$ cat src/hw/ucbg_pkg.sv
// Constants, layouts and helpers for the serial control block
package ucbg_pkg;

  ////////////////////////////////////////
  // Register byte offsets
  localparam logic [7:0] OFF_FLAGS  = 8'h00;
  localparam logic [7:0] OFF_DATA   = 8'h04;
  localparam logic [7:0] OFF_BAUD   = 8'h08;
  localparam logic [7:0] OFF_CTL    = 8'h0c;
  localparam logic [7:0] OFF_RX_EXT = 8'h10;
  localparam logic [7:0] OFF_TX_EXT = 8'h14;

  ////////////////////////////////////////
  // Reset values
  localparam logic [7:0] CTL_RESET      = 8'h00;
  localparam logic [7:0] BAUD_RESET     = 8'h00;
  localparam logic [7:0] EXT_RESET      = 8'h00;
  localparam logic [7:0] HOLD_RESET     = 8'h00;
  localparam logic       TX_EMPTY_RESET = 1'b1;
  localparam logic       TX_DONE_RESET  = 1'b1;

  ////////////////////////////////////////
  // Flag register bit positions
  localparam int FLAG_TX_EMPTY_BIT = 7;
  localparam int FLAG_TX_DONE_BIT  = 6;
  localparam int FLAG_RX_FULL_BIT  = 5;
  localparam int FLAG_IDLE_BIT     = 4;
  localparam int FLAG_OVFL_BIT     = 3;

  ////////////////////////////////////////
  // Rate and frame figures
  localparam logic [3:0] OVERSAMPLE_SHIFT = 4'h4;
  localparam logic [3:0] PRESCALE_0       = 4'h1;
  localparam logic [3:0] PRESCALE_1       = 4'h3;
  localparam logic [3:0] PRESCALE_2       = 4'h4;
  localparam logic [3:0] PRESCALE_3       = 4'hd;
  localparam logic [3:0] DATA_BITS        = 4'h8;
  localparam logic [3:0] FRAME_LAST       = 4'h9;
  localparam logic [3:0] IDLE_BITS        = 4'ha;
  localparam logic [7:0] EXT_OFF          = 8'h00;

  ////////////////////////////////////////
  // Register layouts and enumerations
  typedef struct packed {
    logic tx_empty_irq_en;
    logic tx_done_irq_en;
    logic rx_full_irq_en;
    logic line_quiet_irq_en;
    logic tx_on;
    logic rx_on;
    logic rx_mute;
    logic tx_brk_send;
  } ucbg_ctl_type;

  typedef struct packed {
    logic [1:0] base_div_sel;
    logic [2:0] tx_baud_div;
    logic [2:0] rx_baud_div;
  } ucbg_baud_type;

  typedef enum logic [1:0] {
    KIND_DATA     = 2'b00,
    KIND_BREAK    = 2'b01,
    KIND_PREAMBLE = 2'b10
  } ucbg_kind_type;

  typedef enum logic [1:0] {
    RX_IDLE  = 2'b00,
    RX_START = 2'b01,
    RX_DATA  = 2'b10,
    RX_STOP  = 2'b11
  } ucbg_rx_state_type;

  ////////////////////////////////////////
  // Clock cycles per bit for either path
  function automatic logic [15:0] ucbg_divisor(input logic [1:0] sel,
                                                input logic [2:0] code,
                                                input logic [7:0] ext);
    logic [15:0] base;
    case (sel)
      2'b00:   base = {12'h000, PRESCALE_0};
      2'b01:   base = {12'h000, PRESCALE_1};
      2'b10:   base = {12'h000, PRESCALE_2};
      default: base = {12'h000, PRESCALE_3};
    endcase
    if (ext != EXT_OFF) begin
      ucbg_divisor = {8'h00, ext} << OVERSAMPLE_SHIFT;
    end else begin
      ucbg_divisor = (base << code) << OVERSAMPLE_SHIFT;
    end
  endfunction : ucbg_divisor

endpackage : ucbg_pkg

$ cat src/hw/ucbg_rate_gen.sv
// Bit-rate tick generator with restartable phase
module ucbg_rate_gen #(
  parameter int DIV_W     = 16,
  parameter bit MID_START = 1'b0
) (
  // Clock and reset
  input  wire logic             clk_in,
  input  wire logic             reset_n_in,
  // Control
  input  wire logic [DIV_W-1:0] divisor_in,
  input  wire logic             restart_in,
  // Tick
  output logic                  tick_out
);

  initial begin
    if (DIV_W < 16) $error("DIV_W too small");
  end

  typedef struct packed {
    logic [DIV_W-1:0] cnt;
    logic             tick;
  } ucbg_rg_state_type;

  ucbg_rg_state_type st_r, st_nxt;

  always_comb begin
    st_nxt      = st_r;
    st_nxt.tick = 1'b0;
    if (restart_in) begin
      // First tick half a bit after restart with MID_START, a full bit after it without
      st_nxt.cnt = MID_START ? (divisor_in >> 1) : '0;
    end else if (st_r.cnt >= divisor_in - 1'b1) begin
      st_nxt.cnt  = '0;
      st_nxt.tick = 1'b1;
    end else begin
      st_nxt.cnt = st_r.cnt + 1'b1;
    end
  end

  always_ff @(posedge clk_in or negedge reset_n_in) begin
    if (!reset_n_in) begin
      st_r <= '0;
    end else begin
      st_r <= st_nxt;
    end
  end

  assign tick_out = st_r.tick;

endmodule : ucbg_rate_gen

$ cat src/hw/ucbg_top.sv
// Serial transceiver control, data buffers and baud generation behind APB
//
// Functional notes
// - tx_empty_irq_en routes tx_buf_empty to irq.
// - tx_done_irq_en routes tx_done to irq.
// - rx_full_irq_en routes overrun or rx_buf_full to irq.
// - line_quiet_irq_en routes the idle flag to irq.
// - tx_on off then on mid-frame queues a preamble.
// - First frame waits two bit times after tx_on rises (tx_wait holds off the first tick).
// - Pin released unless tx_on was ever set and an enable holds.
// - rx_on starts start-bit search; clearing stops it.
// - rx_mute mutes the receiver; a detected wake-up clears it.
// - While tx_brk_send is set, break words are sent.
// - Clearing tx_brk_send queues one more break after the current word.
// - Data address writes tx_hold_buf and reads rx_hold_buf.
// - base_div_sel picks a first prescale of 1, 3, 4 or 13.
// - tx_baud_div picks a transmit divisor of two to the code.
// - rx_baud_div picks a receive divisor of two to the code.
// - Nonzero rx_ext_div divides the by-16 stage for the receiver.
// - Nonzero tx_ext_div divides the by-16 stage for the transmitter.
// - Both extended prescalers reset to zero, leaving conventional rates.
// - tx_buf_empty sets on load to shifter; flags read plus data write clear.
// - rx_buf_full sets on word arrival; flags read plus data read clear.
module ucbg_top #(
  parameter int ADDR_W = 8
) (
  // Clock and reset
  input  wire logic              clk_in,
  input  wire logic              reset_n_in,
  // APB slave
  input  wire logic              psel_in,
  input  wire logic              penable_in,
  input  wire logic              pwrite_in,
  input  wire logic [ADDR_W-1:0] paddr_in,
  input  wire logic [31:0]       pwdata_in,
  output logic      [31:0]       prdata_out,
  output logic                   pready_out,
  output logic                   pslverr_out,
  // Serial line
  input  wire logic              rxd_in,
  output logic                   txd_out,
  output logic                   txd_oe_out,
  // Interrupt
  output logic                   irq_out
);

  initial begin
    if (ADDR_W < 5) $error("ADDR_W too small");
  end

  ////////////////////////////////////////
  // State
  typedef struct packed {
    ucbg_pkg::ucbg_ctl_type      ctl;
    ucbg_pkg::ucbg_baud_type     baud;
    logic [7:0]                  rx_ext_div;
    logic [7:0]                  tx_ext_div;
    logic [7:0]                  tx_hold_buf;
    logic [7:0]                  rx_hold_buf;
    logic                        tx_buf_empty;
    logic                        tx_done;
    logic                        rx_buf_full;
    logic                        idle;
    logic                        rx_ovfl;
    logic                        flags_seen;
    logic                        tx_ever;
    logic                        tx_wait;
    logic                        pre_pend;
    logic                        brk_pend;
    logic                        tx_off_busy;
    ucbg_pkg::ucbg_rx_state_type rx_state;
    logic [7:0]                  rx_shift;
    logic [3:0]                  rx_cnt;
    logic [3:0]                  quiet_cnt;
    logic                        quiet_armed;
    logic                        rx_prev;
    logic [31:0]                 prdata;
    logic                        pready;
    logic                        pslverr;
    logic                        txd;
    logic                        txd_oe;
    logic                        irq;
  } ucbg_state_type;

  ucbg_state_type st_r, st_nxt;

  logic [15:0]             tx_divisor;
  logic [15:0]             rx_divisor;
  logic                    tx_tick;
  logic                    rx_tick;
  logic                    tx_restart;
  logic                    rx_restart;
  logic                    tx_start;
  ucbg_pkg::ucbg_kind_type tx_kind;
  logic                    tx_line;
  logic                    tx_busy;
  logic                    tx_taken;
  logic                    tx_frame_done;

  ////////////////////////////////////////
  // Rate generation
  always_comb begin
    tx_divisor = ucbg_pkg::ucbg_divisor(st_r.baud.base_div_sel, st_r.baud.tx_baud_div,
                                        st_r.tx_ext_div);
    rx_divisor = ucbg_pkg::ucbg_divisor(st_r.baud.base_div_sel, st_r.baud.rx_baud_div,
                                        st_r.rx_ext_div);
  end

  // Realign bit clock on enable so the first frame waits two bit times
  assign tx_restart = st_nxt.ctl.tx_on & ~st_r.ctl.tx_on;
  assign rx_restart = (st_r.rx_state == ucbg_pkg::RX_IDLE) & st_r.ctl.rx_on
                      & st_r.rx_prev & ~rxd_in;

  ucbg_rate_gen #(
    .DIV_W     (16),
    .MID_START (1'b0)
  ) u_tx_rate (
    .clk_in     (clk_in),
    .reset_n_in (reset_n_in),
    .divisor_in (tx_divisor),
    .restart_in (tx_restart),
    .tick_out   (tx_tick)
  );

  ucbg_rate_gen #(
    .DIV_W     (16),
    .MID_START (1'b1)
  ) u_rx_rate (
    .clk_in     (clk_in),
    .reset_n_in (reset_n_in),
    .divisor_in (rx_divisor),
    .restart_in (rx_restart),
    .tick_out   (rx_tick)
  );

  ////////////////////////////////////////
  // Request priority: break, preamble, data
  always_comb begin
    tx_kind  = ucbg_pkg::KIND_DATA;
    tx_start = 1'b0;
    if (st_r.ctl.tx_on && !st_r.tx_wait) begin
      if (st_r.ctl.tx_brk_send || st_r.brk_pend) begin
        tx_kind  = ucbg_pkg::KIND_BREAK;
        tx_start = 1'b1;
      end else if (st_r.pre_pend) begin
        tx_kind  = ucbg_pkg::KIND_PREAMBLE;
        tx_start = 1'b1;
      end else if (!st_r.tx_buf_empty) begin
        tx_start = 1'b1;
      end
    end
  end

  ucbg_tx_shift u_tx_shift (
    .clk_in     (clk_in),
    .reset_n_in (reset_n_in),
    .tick_in    (tx_tick),
    .start_in   (tx_start),
    .kind_in    (tx_kind),
    .data_in    (st_r.tx_hold_buf),
    .line_out   (tx_line),
    .busy_out   (tx_busy),
    .taken_out  (tx_taken),
    .done_out   (tx_frame_done)
  );

  ////////////////////////////////////////
  // Next state
  always_comb begin
    logic             acc;
    logic             hit;
    logic             wr_data;
    logic             rd_data;
    logic [7:0]       rdv;
    logic [7:0]       wv;
    logic [ADDR_W-1:0] a;
    acc     = psel_in & penable_in & st_r.pready;
    a       = paddr_in;
    wv      = pwdata_in[7:0];
    hit     = 1'b1;
    wr_data = 1'b0;
    rd_data = 1'b0;
    rdv     = 8'h00;
    st_nxt  = st_r;

    // Register decode
    case (a)
      ADDR_W'(ucbg_pkg::OFF_FLAGS): begin
        rdv[ucbg_pkg::FLAG_TX_EMPTY_BIT] = st_r.tx_buf_empty;
        rdv[ucbg_pkg::FLAG_TX_DONE_BIT]  = st_r.tx_done;
        rdv[ucbg_pkg::FLAG_RX_FULL_BIT]  = st_r.rx_buf_full;
        rdv[ucbg_pkg::FLAG_IDLE_BIT]     = st_r.idle;
        rdv[ucbg_pkg::FLAG_OVFL_BIT]     = st_r.rx_ovfl;
      end
      ADDR_W'(ucbg_pkg::OFF_DATA):   rdv = st_r.rx_hold_buf;
      ADDR_W'(ucbg_pkg::OFF_BAUD):   rdv = st_r.baud;
      ADDR_W'(ucbg_pkg::OFF_CTL):    rdv = st_r.ctl;
      ADDR_W'(ucbg_pkg::OFF_RX_EXT): rdv = st_r.rx_ext_div;
      ADDR_W'(ucbg_pkg::OFF_TX_EXT): rdv = st_r.tx_ext_div;
      default:                       hit = 1'b0;
    endcase

    // APB: one wait state, data and error registered
    st_nxt.pready  = psel_in & penable_in & ~st_r.pready;
    st_nxt.prdata  = {24'h000000, rdv};
    st_nxt.pslverr = psel_in & penable_in & ~st_r.pready & ~hit;

    if (acc && hit) begin
      if (pwrite_in) begin
        case (a)
          ADDR_W'(ucbg_pkg::OFF_DATA): begin
            st_nxt.tx_hold_buf = wv;
            wr_data            = 1'b1;
          end
          ADDR_W'(ucbg_pkg::OFF_BAUD):   st_nxt.baud       = wv;
          ADDR_W'(ucbg_pkg::OFF_CTL):    st_nxt.ctl        = wv;
          ADDR_W'(ucbg_pkg::OFF_RX_EXT): st_nxt.rx_ext_div = wv;
          ADDR_W'(ucbg_pkg::OFF_TX_EXT): st_nxt.tx_ext_div = wv;
          default: ;
        endcase
      end else begin
        rd_data = (a == ADDR_W'(ucbg_pkg::OFF_DATA));
      end
      if (a == ADDR_W'(ucbg_pkg::OFF_FLAGS)) begin
        st_nxt.flags_seen = 1'b1;
      end
    end

    // Two-step clears; hardware sets below take priority
    if (wr_data && st_r.flags_seen) begin
      st_nxt.tx_buf_empty = 1'b0;
      st_nxt.tx_done      = 1'b0;
      st_nxt.flags_seen   = 1'b0;
    end
    if (rd_data && st_r.flags_seen) begin
      st_nxt.rx_buf_full = 1'b0;
      st_nxt.idle        = 1'b0;
      st_nxt.rx_ovfl     = 1'b0;
      st_nxt.flags_seen  = 1'b0;
    end

    // Transmitter control
    if (st_nxt.ctl.tx_on) begin
      st_nxt.tx_ever = 1'b1;
    end
    if (!st_nxt.ctl.tx_on && tx_busy) begin
      st_nxt.tx_off_busy = 1'b1;
    end
    if (tx_restart) begin
      st_nxt.tx_wait = 1'b1;
      if (st_r.tx_off_busy || tx_busy) begin
        st_nxt.pre_pend = 1'b1;
      end
      st_nxt.tx_off_busy = 1'b0;
    end else if (tx_tick) begin
      st_nxt.tx_wait = 1'b0;
    end
    if (!tx_busy) begin
      st_nxt.tx_off_busy = 1'b0;
    end
    if (st_r.ctl.tx_brk_send && !st_nxt.ctl.tx_brk_send) begin
      st_nxt.brk_pend = 1'b1;
    end
    if (tx_taken) begin
      case (tx_kind)
        ucbg_pkg::KIND_BREAK:    st_nxt.brk_pend = 1'b0;
        ucbg_pkg::KIND_PREAMBLE: st_nxt.pre_pend = 1'b0;
        default:                 st_nxt.tx_buf_empty = 1'b1;
      endcase
    end
    if (tx_frame_done && !tx_start) begin
      st_nxt.tx_done = 1'b1;
    end

    // Receiver
    st_nxt.rx_prev = rxd_in;
    if (!st_r.ctl.rx_on) begin
      st_nxt.rx_state  = ucbg_pkg::RX_IDLE;
      st_nxt.quiet_cnt = 4'h0;
    end else begin
      case (st_r.rx_state)
        ucbg_pkg::RX_IDLE: begin
          if (rx_restart) begin
            st_nxt.rx_state  = ucbg_pkg::RX_START;
            st_nxt.quiet_cnt = 4'h0;
          end else if (rx_tick && rxd_in && st_r.quiet_cnt != ucbg_pkg::IDLE_BITS) begin
            st_nxt.quiet_cnt = st_r.quiet_cnt + 4'h1;
          end
        end
        ucbg_pkg::RX_START: begin
          if (rx_tick) begin
            st_nxt.rx_state = rxd_in ? ucbg_pkg::RX_IDLE : ucbg_pkg::RX_DATA;
            st_nxt.rx_cnt   = 4'h0;
          end
        end
        ucbg_pkg::RX_DATA: begin
          if (rx_tick) begin
            st_nxt.rx_shift = {rxd_in, st_r.rx_shift[7:1]};
            st_nxt.rx_cnt   = st_r.rx_cnt + 4'h1;
            if (st_r.rx_cnt == ucbg_pkg::DATA_BITS - 4'h1) begin
              st_nxt.rx_state = ucbg_pkg::RX_STOP;
            end
          end
        end
        ucbg_pkg::RX_STOP: begin
          if (rx_tick) begin
            st_nxt.rx_state    = ucbg_pkg::RX_IDLE;
            st_nxt.quiet_armed = 1'b1;
            if (!st_r.ctl.rx_mute) begin
              if (st_r.rx_buf_full) begin
                st_nxt.rx_ovfl = 1'b1;
              end else begin
                st_nxt.rx_hold_buf = st_r.rx_shift;
                st_nxt.rx_buf_full = 1'b1;
              end
            end
          end
        end
        default: st_nxt.rx_state = ucbg_pkg::RX_IDLE;
      endcase
    end
    // Idle line: a full quiet frame after traffic
    if (st_r.quiet_armed && st_r.quiet_cnt == ucbg_pkg::IDLE_BITS) begin
      st_nxt.quiet_armed = 1'b0;
      if (st_r.ctl.rx_mute) begin
        st_nxt.ctl.rx_mute = 1'b0;
      end else begin
        st_nxt.idle = 1'b1;
      end
    end

    // Pin and interrupt outputs
    st_nxt.txd_oe = st_nxt.tx_ever & (st_nxt.ctl.tx_on | st_nxt.ctl.rx_on);
    st_nxt.txd    = st_r.ctl.tx_on ? tx_line : 1'b1;
    st_nxt.irq    = (st_r.ctl.tx_empty_irq_en & st_r.tx_buf_empty)
                  | (st_r.ctl.tx_done_irq_en & st_r.tx_done)
                  | (st_r.ctl.rx_full_irq_en & (st_r.rx_ovfl | st_r.rx_buf_full))
                  | (st_r.ctl.line_quiet_irq_en & st_r.idle);
  end

  ////////////////////////////////////////
  // Registers
  always_ff @(posedge clk_in or negedge reset_n_in) begin
    if (!reset_n_in) begin
      st_r              <= '0;
      st_r.ctl          <= ucbg_pkg::CTL_RESET;
      st_r.baud         <= ucbg_pkg::BAUD_RESET;
      st_r.rx_ext_div   <= ucbg_pkg::EXT_RESET;
      st_r.tx_ext_div   <= ucbg_pkg::EXT_RESET;
      st_r.tx_hold_buf  <= ucbg_pkg::HOLD_RESET;
      st_r.rx_hold_buf  <= ucbg_pkg::HOLD_RESET;
      st_r.tx_buf_empty <= ucbg_pkg::TX_EMPTY_RESET;
      st_r.tx_done      <= ucbg_pkg::TX_DONE_RESET;
      st_r.rx_state     <= ucbg_pkg::RX_IDLE;
      st_r.rx_prev      <= 1'b1;
      st_r.txd          <= 1'b1;
    end else begin
      st_r <= st_nxt;
    end
  end

  assign prdata_out  = st_r.prdata;
  assign pready_out  = st_r.pready;
  assign pslverr_out = st_r.pslverr;
  assign txd_out     = st_r.txd;
  assign txd_oe_out  = st_r.txd_oe;
  assign irq_out     = st_r.irq;

endmodule : ucbg_top

$ cat src/hw/ucbg_tx_shift.sv
// Output shifter for data, break and preamble frames
module ucbg_tx_shift (
  // Clock and reset
  input  wire logic                   clk_in,
  input  wire logic                   reset_n_in,
  // Request
  input  wire logic                   tick_in,
  input  wire logic                   start_in,
  input  wire ucbg_pkg::ucbg_kind_type kind_in,
  input  wire logic [7:0]             data_in,
  // Status and line
  output logic                        line_out,
  output logic                        busy_out,
  output logic                        taken_out,
  output logic                        done_out
);

  typedef struct packed {
    logic [8:0] sh;
    logic [3:0] cnt;
    logic       busy;
    logic       line;
    logic       taken;
    logic       done;
    logic       is_data;
  } ucbg_tx_state_type;

  ucbg_tx_state_type st_r, st_nxt;
  logic [9:0]        frame;

  always_comb begin
    case (kind_in)
      ucbg_pkg::KIND_DATA:  frame = {1'b1, data_in, 1'b0};
      ucbg_pkg::KIND_BREAK: frame = 10'h000;
      default:              frame = 10'h3ff;
    endcase
    st_nxt       = st_r;
    st_nxt.taken = 1'b0;
    st_nxt.done  = 1'b0;
    if (tick_in) begin
      if (st_r.busy && st_r.cnt != 4'h0) begin
        st_nxt.line = st_r.sh[0];
        st_nxt.sh   = {1'b1, st_r.sh[8:1]};
        st_nxt.cnt  = st_r.cnt - 4'h1;
      end else begin
        // Stop bit done; next frame may follow
        st_nxt.done = st_r.busy & st_r.is_data;
        st_nxt.busy = 1'b0;
        st_nxt.line = 1'b1;
        if (start_in) begin
          st_nxt.line    = frame[0];
          st_nxt.sh      = frame[9:1];
          st_nxt.cnt     = ucbg_pkg::FRAME_LAST;
          st_nxt.busy    = 1'b1;
          st_nxt.taken   = 1'b1;
          st_nxt.is_data = (kind_in == ucbg_pkg::KIND_DATA);
        end
      end
    end
  end

  always_ff @(posedge clk_in or negedge reset_n_in) begin
    if (!reset_n_in) begin
      st_r      <= '0;
      st_r.line <= 1'b1;
      st_r.sh   <= 9'h1ff;
    end else begin
      st_r <= st_nxt;
    end
  end

  assign line_out  = st_r.line;
  assign busy_out  = st_r.busy;
  assign taken_out = st_r.taken;
  assign done_out  = st_r.done;

endmodule : ucbg_tx_shift

$ cat config.mk
export PLATFORM = sky130hd
export DESIGN_NAME = ucbg_top
export DESIGN_NICKNAME = d
export VERILOG_FILES = /design/src/hw/ucbg_pkg.sv /design/src/hw/ucbg_rate_gen.sv /design/src/hw/ucbg_top.sv /design/src/hw/ucbg_tx_shift.sv
export SDC_FILE = /design/constraint.sdc
export NUM_CORES = 1
export LEC_CHECK = 0
export ABC_AREA = 1
export BUFFER_PORTS_ARGS = -buffer_cell sky130_fd_sc_hd__buf_2
export CORE_MARGIN = 4
export CORE_UTILIZATION = 25
export CTS_CLUSTER_DIAMETER = 60
export DETAILED_ROUTE_END_ITERATION = 7
export PLACE_DENSITY = 0.49
export SETUP_SLACK_MARGIN = 0.5
export SKIP_CTS_REPAIR_TIMING = 1
export SLEW_MARGIN = 20
export SYNTH_ARGS = -nofsm -noshare
export SYNTH_HDL_FRONTEND = slang
export SYNTH_HIERARCHICAL = 1
export SYNTH_SLANG_ARGS = --single-unit
export TNS_END_PERCENT = 20
$ cat constraint.sdc
create_clock -name clk_in -period 3.55 [get_ports clk_in]
set_input_delay 0.355 -clock clk_in [delete_from_list [all_inputs] [get_ports clk_in]]
set_output_delay 0.355 -clock clk_in [all_outputs]
set_load 0.02 [all_outputs]
==> results.py, run 1 <==
metrics = {
    "critical_path": {
        "worstSetupEndpointType": "flop",
        "required_ns": 3.87,
        "cpMostUsedCell": "nor2_4",
        "crit_type": "reg -> reg",
        "startpoint_type": "flop",
        "path_cells": "inv_2 -> nor2_4 -> buf_4 -> a21oi_4 -> nor2_1 -> inv_1 -> o21ai_2 -> nor2_2 -> nand2_2 -> nor2_4 -> nand2_4 -> nor2_4 -> nand2_2 -> xor2_2 -> ha_1 -> nand4_1 -> a21oi_2 -> nor2_2 -> nand3_4 -> clkbuf_16 -> nor2_1",
        "cp_slowest_cell": "dfrtp_1",
        "crit_arrival_ns": 3.41,
        "cpPeakStageDelay_ns": 0.43,
        "crit_fanout": 8,
    },
    "min_path": {
        "hold_class": "in -> async",
    },
    "grt": {
        "grt_pass1_wl_microns": 38940,
        "grt_max_degree": 79,
        "grt_use_total_pct": 12.16,
        "overflow": 0,
        "antenna_found_initial": 2,
        "first_global_vias": 7567,
    },
    "synthesis": {
        "syn_area_sq_um": 9181,
        "synth-seq-area-share_pct": 39.44,
        "synth_flop_cell": "dfrtp_1",
        "synth_area_leader_cell": "dfrtp_1",
        "synth_cells": 1220,
        "synth_top_area_share_pct": 35.43,
        "synth_async_sr_flop_share_pct": 100.0,
        "synth_area_leaders": "dfrtp_1, nand2_1, inv_1, ha_1, nor2_1",
        "synth_cell_types": 48,
        "synth-seq-cells": 144,
        "syn_area_per_cell_sq_um": 7.526,
        "synth-edff-count": 0,
        "yosys_warnings": 6,
    },
    "route": {
        "vias": 7940,
        "ant_nets": 0,
        "drc": 0,
        "drtIter0Drc": 388,
        "routed_wl_microns": 24170,
        "wire_per_inst_microns": 13.46,
        "vias_per_cell": 4.421,
        "dr.pass1.iters": 5,
    },
    "pwr": {
        "p_total_mw": 4.887,
        "ir_drop_v": 0.0003205,
        "p_leak_nw": 5.482,
        "power.density_nw_per_um2": 439.5,
    },
    "die": {
        "chipHeight_microns": 199.6,
        "core_area_sq_um": 35910,
        "io_pins": 83,
        "start_util_pct": 25.56,
        "die_area_sq_um": 39860,
        "num_rows": 69,
        "die_width_microns": 199.6,
    },
    "sta": {
        "worst_pin_slew_ns": 0.7665,
        "fmax_mhz": 323.6,
        "grt_setup_unrepaired": "true",
        "fin_setup_tns_ns": 0,
        "fin_crit_sh_pct": 87.04,
        "timing.hold.ws_ns": -0.04148,
        "final_max_slew_viol_count": 0,
        "finalHoldViolCount": 17,
        "fin_ws_ns": 0.4602,
        "slew_headroom_pct": 48.90,
        "clock_skew_ns": 0.01224,
        "period_minus_slack_ns": 3.090,
        "setup_viol": 0,
    },
    "clock_network": {
        "cts_max_path_buffers": 2,
        "htree_levels": 4,
        "cts_tree": "done",
        "cts_buffers": 17,
        "clk_latency_ns": 0.43,
        "clockRootBuffer": "clkbuf_16",
        "cts.sinks": 144,
        "clk_pin_slew_worst_paths_ns": 0.06,
    },
    "cells_and_area": {
        "layout-drive-gt1-share_pct": 19.33,
        "areaGrowthSynthToFinish_pct": 21.11,
        "antenna_cells": 0,
        "nets": 1412,
    },
    "outcome": {
        "violations": "hold timing",
        "status": "complete, but fails checks",
    },
    "flow_run": {
        "drv.max_cap_violation_count": 0,
    },
    "placement": {
        "place.gp.congestion": 0.8387,
        "numPortBuffers": 34,
        "dpl.hpwl_microns": 17850,
        "place_ws_ns": 0.1681,
    },
}
worst max-delay path: cells and delay by family, from the launching register on:
kind	cells	cell delay, ns
AO/OA/AOI/OAI	3	0.41
XOR/XNOR	1	0.15
adder cells (fa/ha/maj)	1	0.32
buffers and inverters	4	0.51
flip-flops	1	0.43
AND/OR/NAND/NOR	12	1.17
synthesized netlist by cell type, types with 2 or more instances:
library cell and instances:
nand2_4 4, buf_2 5, buf_6 6, o21ai_0 80
nor2_2 15, o221ai_1 7, o311ai_0 2, nand2_2 8
nor3_1 10, nand2_1 330, or2_2 4, nor2_1 134
nor4_1 2, o22ai_1 11, a21oi_1 41, buf_4 34
nand4_1 31, inv_2 2, nand3_2 5, nor2_4 10
o21ai_1 11, nand3_1 41, o2111ai_1 2, xnor2_1 17
dfrtp_1 130, xor2_1 32, inv_1 158, a31oi_1 2
clkinv_1 2, and2_1 2, dfstp_2 14, clkbuf_1 5
nor3_2 2, mux2_2 2, o31ai_1 3, o21bai_1 2
ha_1 43
sequential cells by signal, indices dropped and copies added, names as in the netlist, 8 cells and up:
signal	cells
u_tx_shift/st_r	14
u_rx_rate/st_r	16
u_tx_rate/st_r	16
prdata_out	8
st_r	79
layer usage:
metal	part of all wire (%)	global-route usage [%]	vias to the layer above	wire length, microns
met5	0.11	0	-	26
met4	2.1	3.623	4	501
met3	3.5	2.192	36	856
met2	47	19.64	126	11390
met1	47	16.66	3747	11390
li1	-	-	4027	-
kinds of logic (layout without fill, tap and decap cells):
kind of cell               after synthesis  in the layout  share of synthesized area, %
adders and majority gates               43             43                         5.860
AOI/OAI and AO/OA                      164            164                         9.826
DFF                                    144            144                         39.44
and+or+nand+nor                        603            603                         29.14
muxes                                    2              2                        0.2453
buffers and inverters                  214            282                         10.78
other                                    1             48                       0.04084
xor gates and xnor gates                49             49                         4.674
final cells by class:
cell class	instances	area [sq um]
Fill cell	3867	24800
Clock buffer	17	425.4
Timing Repair inverter	1	5.005
Timing Repair Buffer	86	634.4
Sequential cell	144	3626
Inverter	164	638.1
Multi-Input combinational cell	909	5060
Tap cell	461	576.8
Clock inverter	14	153.9
cell usage in the layout, fill, tap and decap left out, types with 4 or more instances in the layout:
master and count:
nand2_2 15, nand2_4 7, inv_4 4, nand3_1 39
inv_2 6, xnor2_1 17, buf_2 33, a21oi_2 7
o22ai_1 11, dfrtp_1 126, o21ai_0 64, nand4_1 31
clkinv_2 4, nor2_4 17, o21ai_2 8, ha_1 41
xor2_1 31, a21oi_1 34, dfrtp_2 4, nand3_2 5
nor2_2 23, or2_2 4, nand2_1 320, o21ai_1 18
dfstp_2 14, clkbuf_16 19, buf_4 46, conb_1 48
inv_1 151, nor3_1 10, nor2_1 119
path summary, 6_finish.rpt:
check	start	end	slack (ns)	cells past startpoint
worst max-delay path	st_r[106]$_DFFE_PN0P_	u_tx_rate/st_r[1]$_DFF_PN0_	0.46	21
worst min-delay path	reset_n_in	u_tx_rate/tick_out$_DFF_PN0_	-0.04	1
worst max register to register	st_r[106]$_DFFE_PN0P_	u_tx_rate/st_r[1]$_DFF_PN0_	0.46	21
worst min register to register	st_r[46]$_DFFE_PN0P_	st_r[46]$_DFFE_PN0P_	0.46	1
max in group asynchronous	reset_n_in	u_tx_shift/st_r[12]$_DFFE_PN1P_	2.66	2
min in group clk_in	rxd_in	st_r[37]$_DFF_PN1_	0.10	1
stage by stage:
step	cells	instance area, sq um	util, %	hold slack (ns)
detailed placement	1740	9980	27.79	0.4544
global route	1796	11120	30.96	0.02728
floorplan	1267	9358	-	0.05941
global placement	1740	9980	27.79	0.4471
CTS	1771	10560	29.40	0.0004937
finish	1796	11120	30.96	-0.04148
power by group:
group          internal (mW)  switching (mW)
Combinational          0.402           0.600
Clock                   1.04           0.775
Sequential              1.83           0.234
Note: power is estimated with default switching activity, not from simulation.
==> run 2: changes to the inputs <==
--- a/config.mk
+++ b/config.mk
@@ -5,12 +5,12 @@
 export SDC_FILE = /design/constraint.sdc
 export NUM_CORES = 1
 export LEC_CHECK = 0
-export ABC_AREA = 1
 export BUFFER_PORTS_ARGS = -buffer_cell sky130_fd_sc_hd__buf_2
 export CORE_MARGIN = 4
 export CORE_UTILIZATION = 25
 export CTS_CLUSTER_DIAMETER = 60
 export DETAILED_ROUTE_END_ITERATION = 7
+export GPL_TIMING_DRIVEN = 0
 export PLACE_DENSITY = 0.49
 export SETUP_SLACK_MARGIN = 0.5
 export SKIP_CTS_REPAIR_TIMING = 1
==> run 2 against run 1 <==
The run ends with setup timing left. Largest cell class unchanged. Synthesized area fell by 5.3%. Global-route usage fell by 0.96 points. Maximum frequency is 21% lower. Register-to-register slack got worse by 0.82 ns. Synthesized cell count is 30% lower. Combinational power about the same. Clock skew rose by 0.0016 ns. Utilization up 0.35 points. Die area is 5.1% lower. Critical endpoint is now u_rx_rate/tick_out$_DFF_PN0_. Wire length shrank 11%. Non-clock buffer count rose by 36. First-iteration DRC count decreased by 18%.
==> results.py, run 2 <==
metrics = {
    "outcome": {
        "status": "complete, but fails checks",
        "violations": "setup timing",
    },
    "grt": {
        "grt_max_degree": 76,
        "antenna_found_initial": 0,
        "overflow": 0,
        "grt_use_total_pct": 11.20,
        "grt_pass1_wl_microns": 34710,
        "first_global_vias": 6473,
    },
    "critical_path": {
        "cp_slowest_cell": "or4_4",
        "crit_type": "reg -> reg",
        "required_ns": 3.85,
        "worstSetupEndpointType": "flop",
        "path_buf_inv": 2,
        "path_cells": "buf_8 -> and3b_2 -> o21ai_2 -> a211oi_2 -> a311o_2 -> nor3_2 -> nand2b_1 -> or4_4 -> xor2_1 -> ha_1 -> and3_4 -> o21ai_4 -> o41ai_2 -> a211o_2 -> buf_6 -> o21ba_4",
        "cpPeakStageDelay_ns": 0.52,
        "crit_arrival_ns": 4.22,
        "startpoint_type": "flop",
        "cp_top_family": "compound AO/OA/AOI/OAI gates",
        "crit_fanout": 8,
    },
    "cells_and_area": {
        "antenna_cells": 0,
        "largest_register_ffs": 79,
        "layout_commonest_cell": "dfrtp_1",
        "nets": 1079,
        "final_area_sq_um": 10790,
        "largest-register": "st_r",
        "top_regs": "st_r (79), u_rx_rate/st_r (16), u_tx_rate/st_r (16)",
        "final_cell_mix": "dfrtp_1, nand2_1, nor2_1, mux2_2, conb_1",
        "layout-drive-gt1-share_pct": 30.01,
        "areaGrowthSynthToFinish_pct": 24.02,
        "final.fill_count": 3542,
    },
    "die": {
        "die_area_sq_um": 37840,
        "chipHeight_microns": 194.5,
        "io_pins": 83,
        "die_width_microns": 194.5,
        "num_rows": 68,
        "start_util_pct": 25.24,
        "core_area_sq_um": 34460,
    },
    "synthesis": {
        "syn_area_per_cell_sq_um": 10.16,
        "synth_top_area_share_pct": 37.40,
        "synth_common_cells": "dfrtp_1, nand2_1, nor2_1, mux2_2, ha_1",
        "synth_area_leader_cell": "dfrtp_1",
        "yosys.cell_count.top_type": "dfrtp_1",
        "synth-edff-count": 0,
        "synth-seq-cells": 144,
        "synth_cell_types": 83,
        "syn_area_sq_um": 8698,
        "synth_async_sr_flop_share_pct": 100.0,
        "yosys_warnings": 6,
        "synth_area_leaders": "dfrtp_1, mux2_2, ha_1, dfstp_2, nand2_1",
        "synth_flop_cell": "dfrtp_1",
        "synth_cells": 856,
        "synth-seq-area-share_pct": 41.63,
    },
    "sta": {
        "period_minus_slack_ns": 3.914,
        "final_max_slew_viol_count": 0,
        "fin_setup_tns_ns": -5.295,
        "finalHoldViolCount": 0,
        "clock_skew_ns": 0.01388,
        "fin_ws_ns": -0.3643,
        "timing.hold.ws_ns": 0.07616,
        "fin_crit_sh_pct": 110.3,
        "worst_pin_slew_ns": 1.034,
        "slew_headroom_pct": 30.45,
        "setup_viol": 17,
        "fmax_mhz": 255.5,
        "grt_setup_unrepaired": "true",
    },
    "placement": {
        "numPortBuffers": 33,
        "dpl_cell_area_sq_um": 9739,
        "place.gp.congestion": 0.7851,
        "dpl.hpwl_microns": 15550,
    },
    "route": {
        "dr.pass1.iters": 4,
        "wire_per_inst_microns": 14.82,
        "vias_per_cell": 4.556,
        "vias": 6643,
        "ant_nets": 0,
        "drc": 0,
        "drtIter0Drc": 317,
        "routed_wl_microns": 21610,
    },
    "clock_network": {
        "htree_levels": 4,
        "cts_tree": "done",
        "cts.sinks": 144,
        "cts_buffers": 17,
        "cts_max_path_buffers": 2,
        "clk_latency_ns": 0.43,
        "clk_pin_slew_worst_paths_ns": 0.07,
        "clockRootBuffer": "clkbuf_16",
    },
    "pwr": {
        "power.density_nw_per_um2": 430.5,
        "p_total_mw": 4.644,
        "ir_drop_v": 0.0002710,
        "p_leak_nw": 4.945,
    },
    "min_path": {
        "hold_class": "in -> reg",
    },
    "flow_run": {
        "drv.max_cap_violation_count": 0,
    },
}
run 2: cells by family after synthesis:
group / count (synthesis) / synth area share, %
muxes: 77 / 10.47
DFF: 144 / 41.63
adders and majority gates: 43 / 6.185
and+or+nand+nor: 289 / 17.75
xor gates and xnor gates: 58 / 5.840
buffers and inverters: 93 / 5.567
other: 1 / 0.04311
AOI/OAI and AO/OA: 151 / 12.51
run 2: final timing paths:
path / start / endpoint / slack, ns / depth (start not counted)
min in group asynchronous: reset_n_in / u_tx_rate/st_r[9]$_DFF_PN0_ / 0.50 / 2
max in group asynchronous: reset_n_in / st_r[37]$_DFF_PN1_ / 2.25 / 3
setup / recovery: st_r[100]$_DFFE_PN0P_ / u_rx_rate/tick_out$_DFF_PN0_ / -0.36 / 16
hold reg to reg: st_r[61]$_DFF_PN0_ / txd_oe_out$_DFF_PN0_ / 0.47 / 1
setup reg to reg: st_r[100]$_DFFE_PN0P_ / u_rx_rate/tick_out$_DFF_PN0_ / -0.36 / 16
hold / removal: rxd_in / st_r[37]$_DFF_PN1_ / 0.08 / 1
run 2: report_power, final:
| group | switching [mW] | internal (mW) |
|---|---|---|
| logic | 0.539 | 0.489 |
| clock network | 0.781 | 0.936 |
| registers | 0.141 | 1.76 |
run 2: stage by stage:
| step | cells | worst slack (ns) | utilization [%] |
|---|---|---|---|
| 2_1_floorplan | 911 | -0.03508 | - |
| 3_5_place_dp | 1400 | -0.6295 | 28.26 |
| 6_report | 1458 | -0.3643 | 31.31 |
| 3_3_place_gp | 1399 | -0.6273 | 28.16 |
| 5_1_grt | 1458 | -0.4958 | 31.31 |
| 4_1_cts | 1432 | -0.6607 | 29.88 |
run 2: layout make-up:
cell class / count / area (sq um) / area share [%]
multi-input cells: 674 / 5080 / 47.09
flip-flops and latches: 144 / 3631 / 33.66
well taps: 455 / 569.3 / 5.277
clock buffers: 18 / 439.2 / 4.071
plain buffers: 62 / 424.2 / 3.932
repair buffers: 60 / 409.1 / 3.793
clock inverters: 14 / 118.9 / 1.102
inverters: 31 / 116.4 / 1.079
run 2: layer usage:
| layer | wire (microns) | vias up | track usage (%) |
|---|---|---|---|
| met5 | 0 | - | 0 |
| met4 | 233 | 0 | 2.734 |
| met3 | 714 | 15 | 2.357 |
| met2 | 10370 | 107 | 18.34 |
| met1 | 10300 | 3224 | 15.20 |
| li1 | - | 3297 | - |
==> run 3: changes to the inputs <==
--- a/config.mk
+++ b/config.mk
@@ -12,6 +12,7 @@
 export DETAILED_ROUTE_END_ITERATION = 7
 export GPL_TIMING_DRIVEN = 0
 export PLACE_DENSITY = 0.49
+export REMOVE_ABC_BUFFERS = 1
 export SETUP_SLACK_MARGIN = 0.5
 export SKIP_CTS_REPAIR_TIMING = 1
 export SLEW_MARGIN = 20
==> run 3 against run 2 <==
The flow still finishes with violations (setup timing). Total power up 1.8%. Cell count fell by 3.6%. First-iteration DRC count up 8.5%. Clock-buffer cell count grew 2. Register-to-register slack better by 0.16 ns. Non-clock buffer count is 56 lower. Wire length decreased by 2.7%. Die area unchanged. Maximum frequency is 4.4% higher. Design area is 2.2% lower. Via count is 1.3% lower.
==> results.py, run 3 (synthesized netlist as in run 2, its figures left out) <==
metrics = {
    "critical_path": {
        "worstSetupEndpointType": "flop",
        "crit_type": "reg -> reg",
        "startpoint_type": "flop",
        "cpPeakStageDelay_ns": 0.53,
        "crit_fanout": 7,
        "cp_slowest_cell": "or4_4",
        "crit_arrival_ns": 4.03,
        "path_buf_inv": 0,
        "r2r_start": "st_r[106]$_DFFE_PN0P_",
        "r2r-end": "u_rx_rate/st_r[1]$_DFF_PN0_",
        "cp_top_family": "simple AND/OR/NAND/NOR gates",
        "required_ns": 3.83,
        "path_cells": "and3b_2 -> o21ai_2 -> a211oi_1 -> a311o_1 -> nor3_2 -> nand2b_1 -> or4_4 -> nor3_4 -> xnor2_1 -> ha_1 -> and4_4 -> nand2_4 -> o41ai_4 -> a211o_1 -> o41ai_1",
        "reg2reg_slack_ns": -0.20,
        "r2r_cells": 15,
    },
    "sta": {
        "fmax_mhz": 266.7,
        "worst_pin_slew_ns": 0.8685,
        "timing.hold.ws_ns": 0.07467,
        "fin_ws_ns": -0.2002,
        "grt_setup_unrepaired": "true",
        "final_max_slew_viol_count": 0,
        "period_minus_slack_ns": 3.750,
        "finalHoldViolCount": 0,
        "fin_crit_sh_pct": 105.6,
        "clock_skew_ns": 0.01209,
        "slew_headroom_pct": 40.60,
        "setup_viol": 17,
        "fin_setup_tns_ns": -2.704,
    },
    "cells_and_area": {
        "areaGrowthSynthToFinish_pct": 21.25,
        "largest-register": "st_r",
        "final_cell_mix": "dfrtp_1, nand2_1, nor2_1, mux2_2, conb_1",
        "layout_commonest_cell": "dfrtp_1",
        "layout-drive-gt1-share_pct": 27.47,
        "nets": 1026,
        "fin_util_pct": 30.61,
        "top_regs": "st_r (79), u_rx_rate/st_r (16), u_tx_rate/st_r (16)",
        "largest_register_ffs": 79,
        "antenna_cells": 0,
    },
    "die": {
        "die_area_sq_um": 37840,
        "core_area_sq_um": 34460,
        "num_rows": 68,
        "io_pins": 83,
        "chipHeight_microns": 194.5,
        "die_width_microns": 194.5,
        "start_util_pct": 25.24,
    },
    "route": {
        "routed_wl_microns": 21030,
        "dr.pass1.iters": 5,
        "vias": 6559,
        "ant_nets": 0,
        "vias_per_cell": 4.668,
        "drtIter0Drc": 344,
        "wire_per_inst_microns": 14.97,
        "drc": 0,
    },
    "min_path": {
        "hold-path-cell-count": 1,
        "hp-start": "rxd_in",
        "whs_endpoint": "st_r[37]$_DFF_PN1_",
        "hold_class": "in -> reg",
    },
    "grt": {
        "first_global_vias": 6196,
        "grt_pass1_wl_microns": 33320,
        "grt_max_degree": 85,
        "overflow": 0,
        "grt_use_total_pct": 10.74,
        "antenna_found_initial": 0,
    },
    "pwr": {
        "internal_power_mw": 3.303,
        "p_switching_mw": 1.427,
        "pwr-share-clk_pct": 40.3,
        "power.density_nw_per_um2": 448.5,
        "p_leak_nw": 4.824,
        "p_total_mw": 4.730,
        "sw_frac_of_total_pct": 30.17,
        "pwr-share-seq_pct": 40.2,
        "p_comb_share_pct": 19.5,
        "ir_drop_v": 0.0002223,
    },
    "outcome": {
        "status": "complete, but fails checks",
        "violations": "setup timing",
    },
    "clock_network": {
        "htree_levels": 4,
        "cts_tree": "done",
        "cts_buffers": 17,
        "cts.sinks": 144,
        "cts_max_path_buffers": 2,
        "clk_pin_slew_worst_paths_ns": 0.06,
        "clockRootBuffer": "clkbuf_16",
        "clk_latency_ns": 0.43,
    },
    "flow_run": {
        "drv.max_cap_violation_count": 0,
    },
    "placement": {
        "numPortBuffers": 34,
        "dpl.hpwl_microns": 14770,
        "place.gp.congestion": 0.7858,
    },
}
run 3: worst register-to-register path, delay by kind of cell, from the launching register on:
kind | cells | cell delay [ns]
xor gates and xnor gates | 1 | 0.09
AOI/OAI and AO/OA | 6 | 1.21
and+or+nand+nor | 7 | 1.52
adders and majority gates | 1 | 0.29
DFF | 1 | 0.48
run 3: how the worst max path moves through the flow:
stage,startpoint,endpoint,slack (ns),depth (start not counted)
floorplan,st_r[106]$_DFFE_PN0P_,u_rx_rate/st_r[10]$_DFF_PN0_,-0.26,15
global placement,st_r[110]$_DFF_PN0_,u_rx_rate/st_r[15]$_DFF_PN0_,-1.35,5
detailed placement,st_r[107]$_DFFE_PN0P_,u_rx_rate/st_r[14]$_DFF_PN0_,-0.99,15
CTS,st_r[107]$_DFFE_PN0P_,u_rx_rate/st_r[4]$_DFF_PN0_,-1.02,15
global route,st_r[106]$_DFFE_PN0P_,u_rx_rate/st_r[13]$_DFF_PN0_,-0.37,14
finish,st_r[106]$_DFFE_PN0P_,u_rx_rate/st_r[1]$_DFF_PN0_,-0.20,15
run 3: layer usage:
metal  wire [microns]  global-route usage [%]  up-vias
met1            10400                   15.32     3249
met4              205                   2.943        0
met3              652                   2.097       16
met2             9774                   16.65       93
li1                 -                       -     3201
met5                0                       0        -
run 3: power groups by stage:
stage / clock (mW) / combinational [mW] / sequential, mW
floorplan: 0 / 0.522 / 1.89
global placement: 0 / 0.708 / 1.93
detailed placement: 0 / 0.723 / 1.93
CTS: 1.96 / 0.730 / 1.90
global route: 2.04 / 1.05 / 1.92
finish: 1.91 / 0.922 / 1.90
run 3: cell type report:
class | count | area, sq um
fillers | 3569 | 23910
multi-input cells | 677 | 5156
flip-flops and latches | 144 | 3630
well taps | 455 | 569.3
clock buffers | 20 | 456.7
repair buffers | 66 | 447.9
clock inverters | 12 | 170.2
inverters | 31 | 116.4
run 3: metrics by stage:
stage                     worst slack, ns  area (sq um)  instances
final                             -0.2002         10550       1405
after global routing              -0.3749         10550       1405
after CTS                          -1.023          9965       1374
after detailed placement          -0.9893          9338       1342
after global placement             -1.346          9276       1338
after floorplan                   -0.2646          8537        849
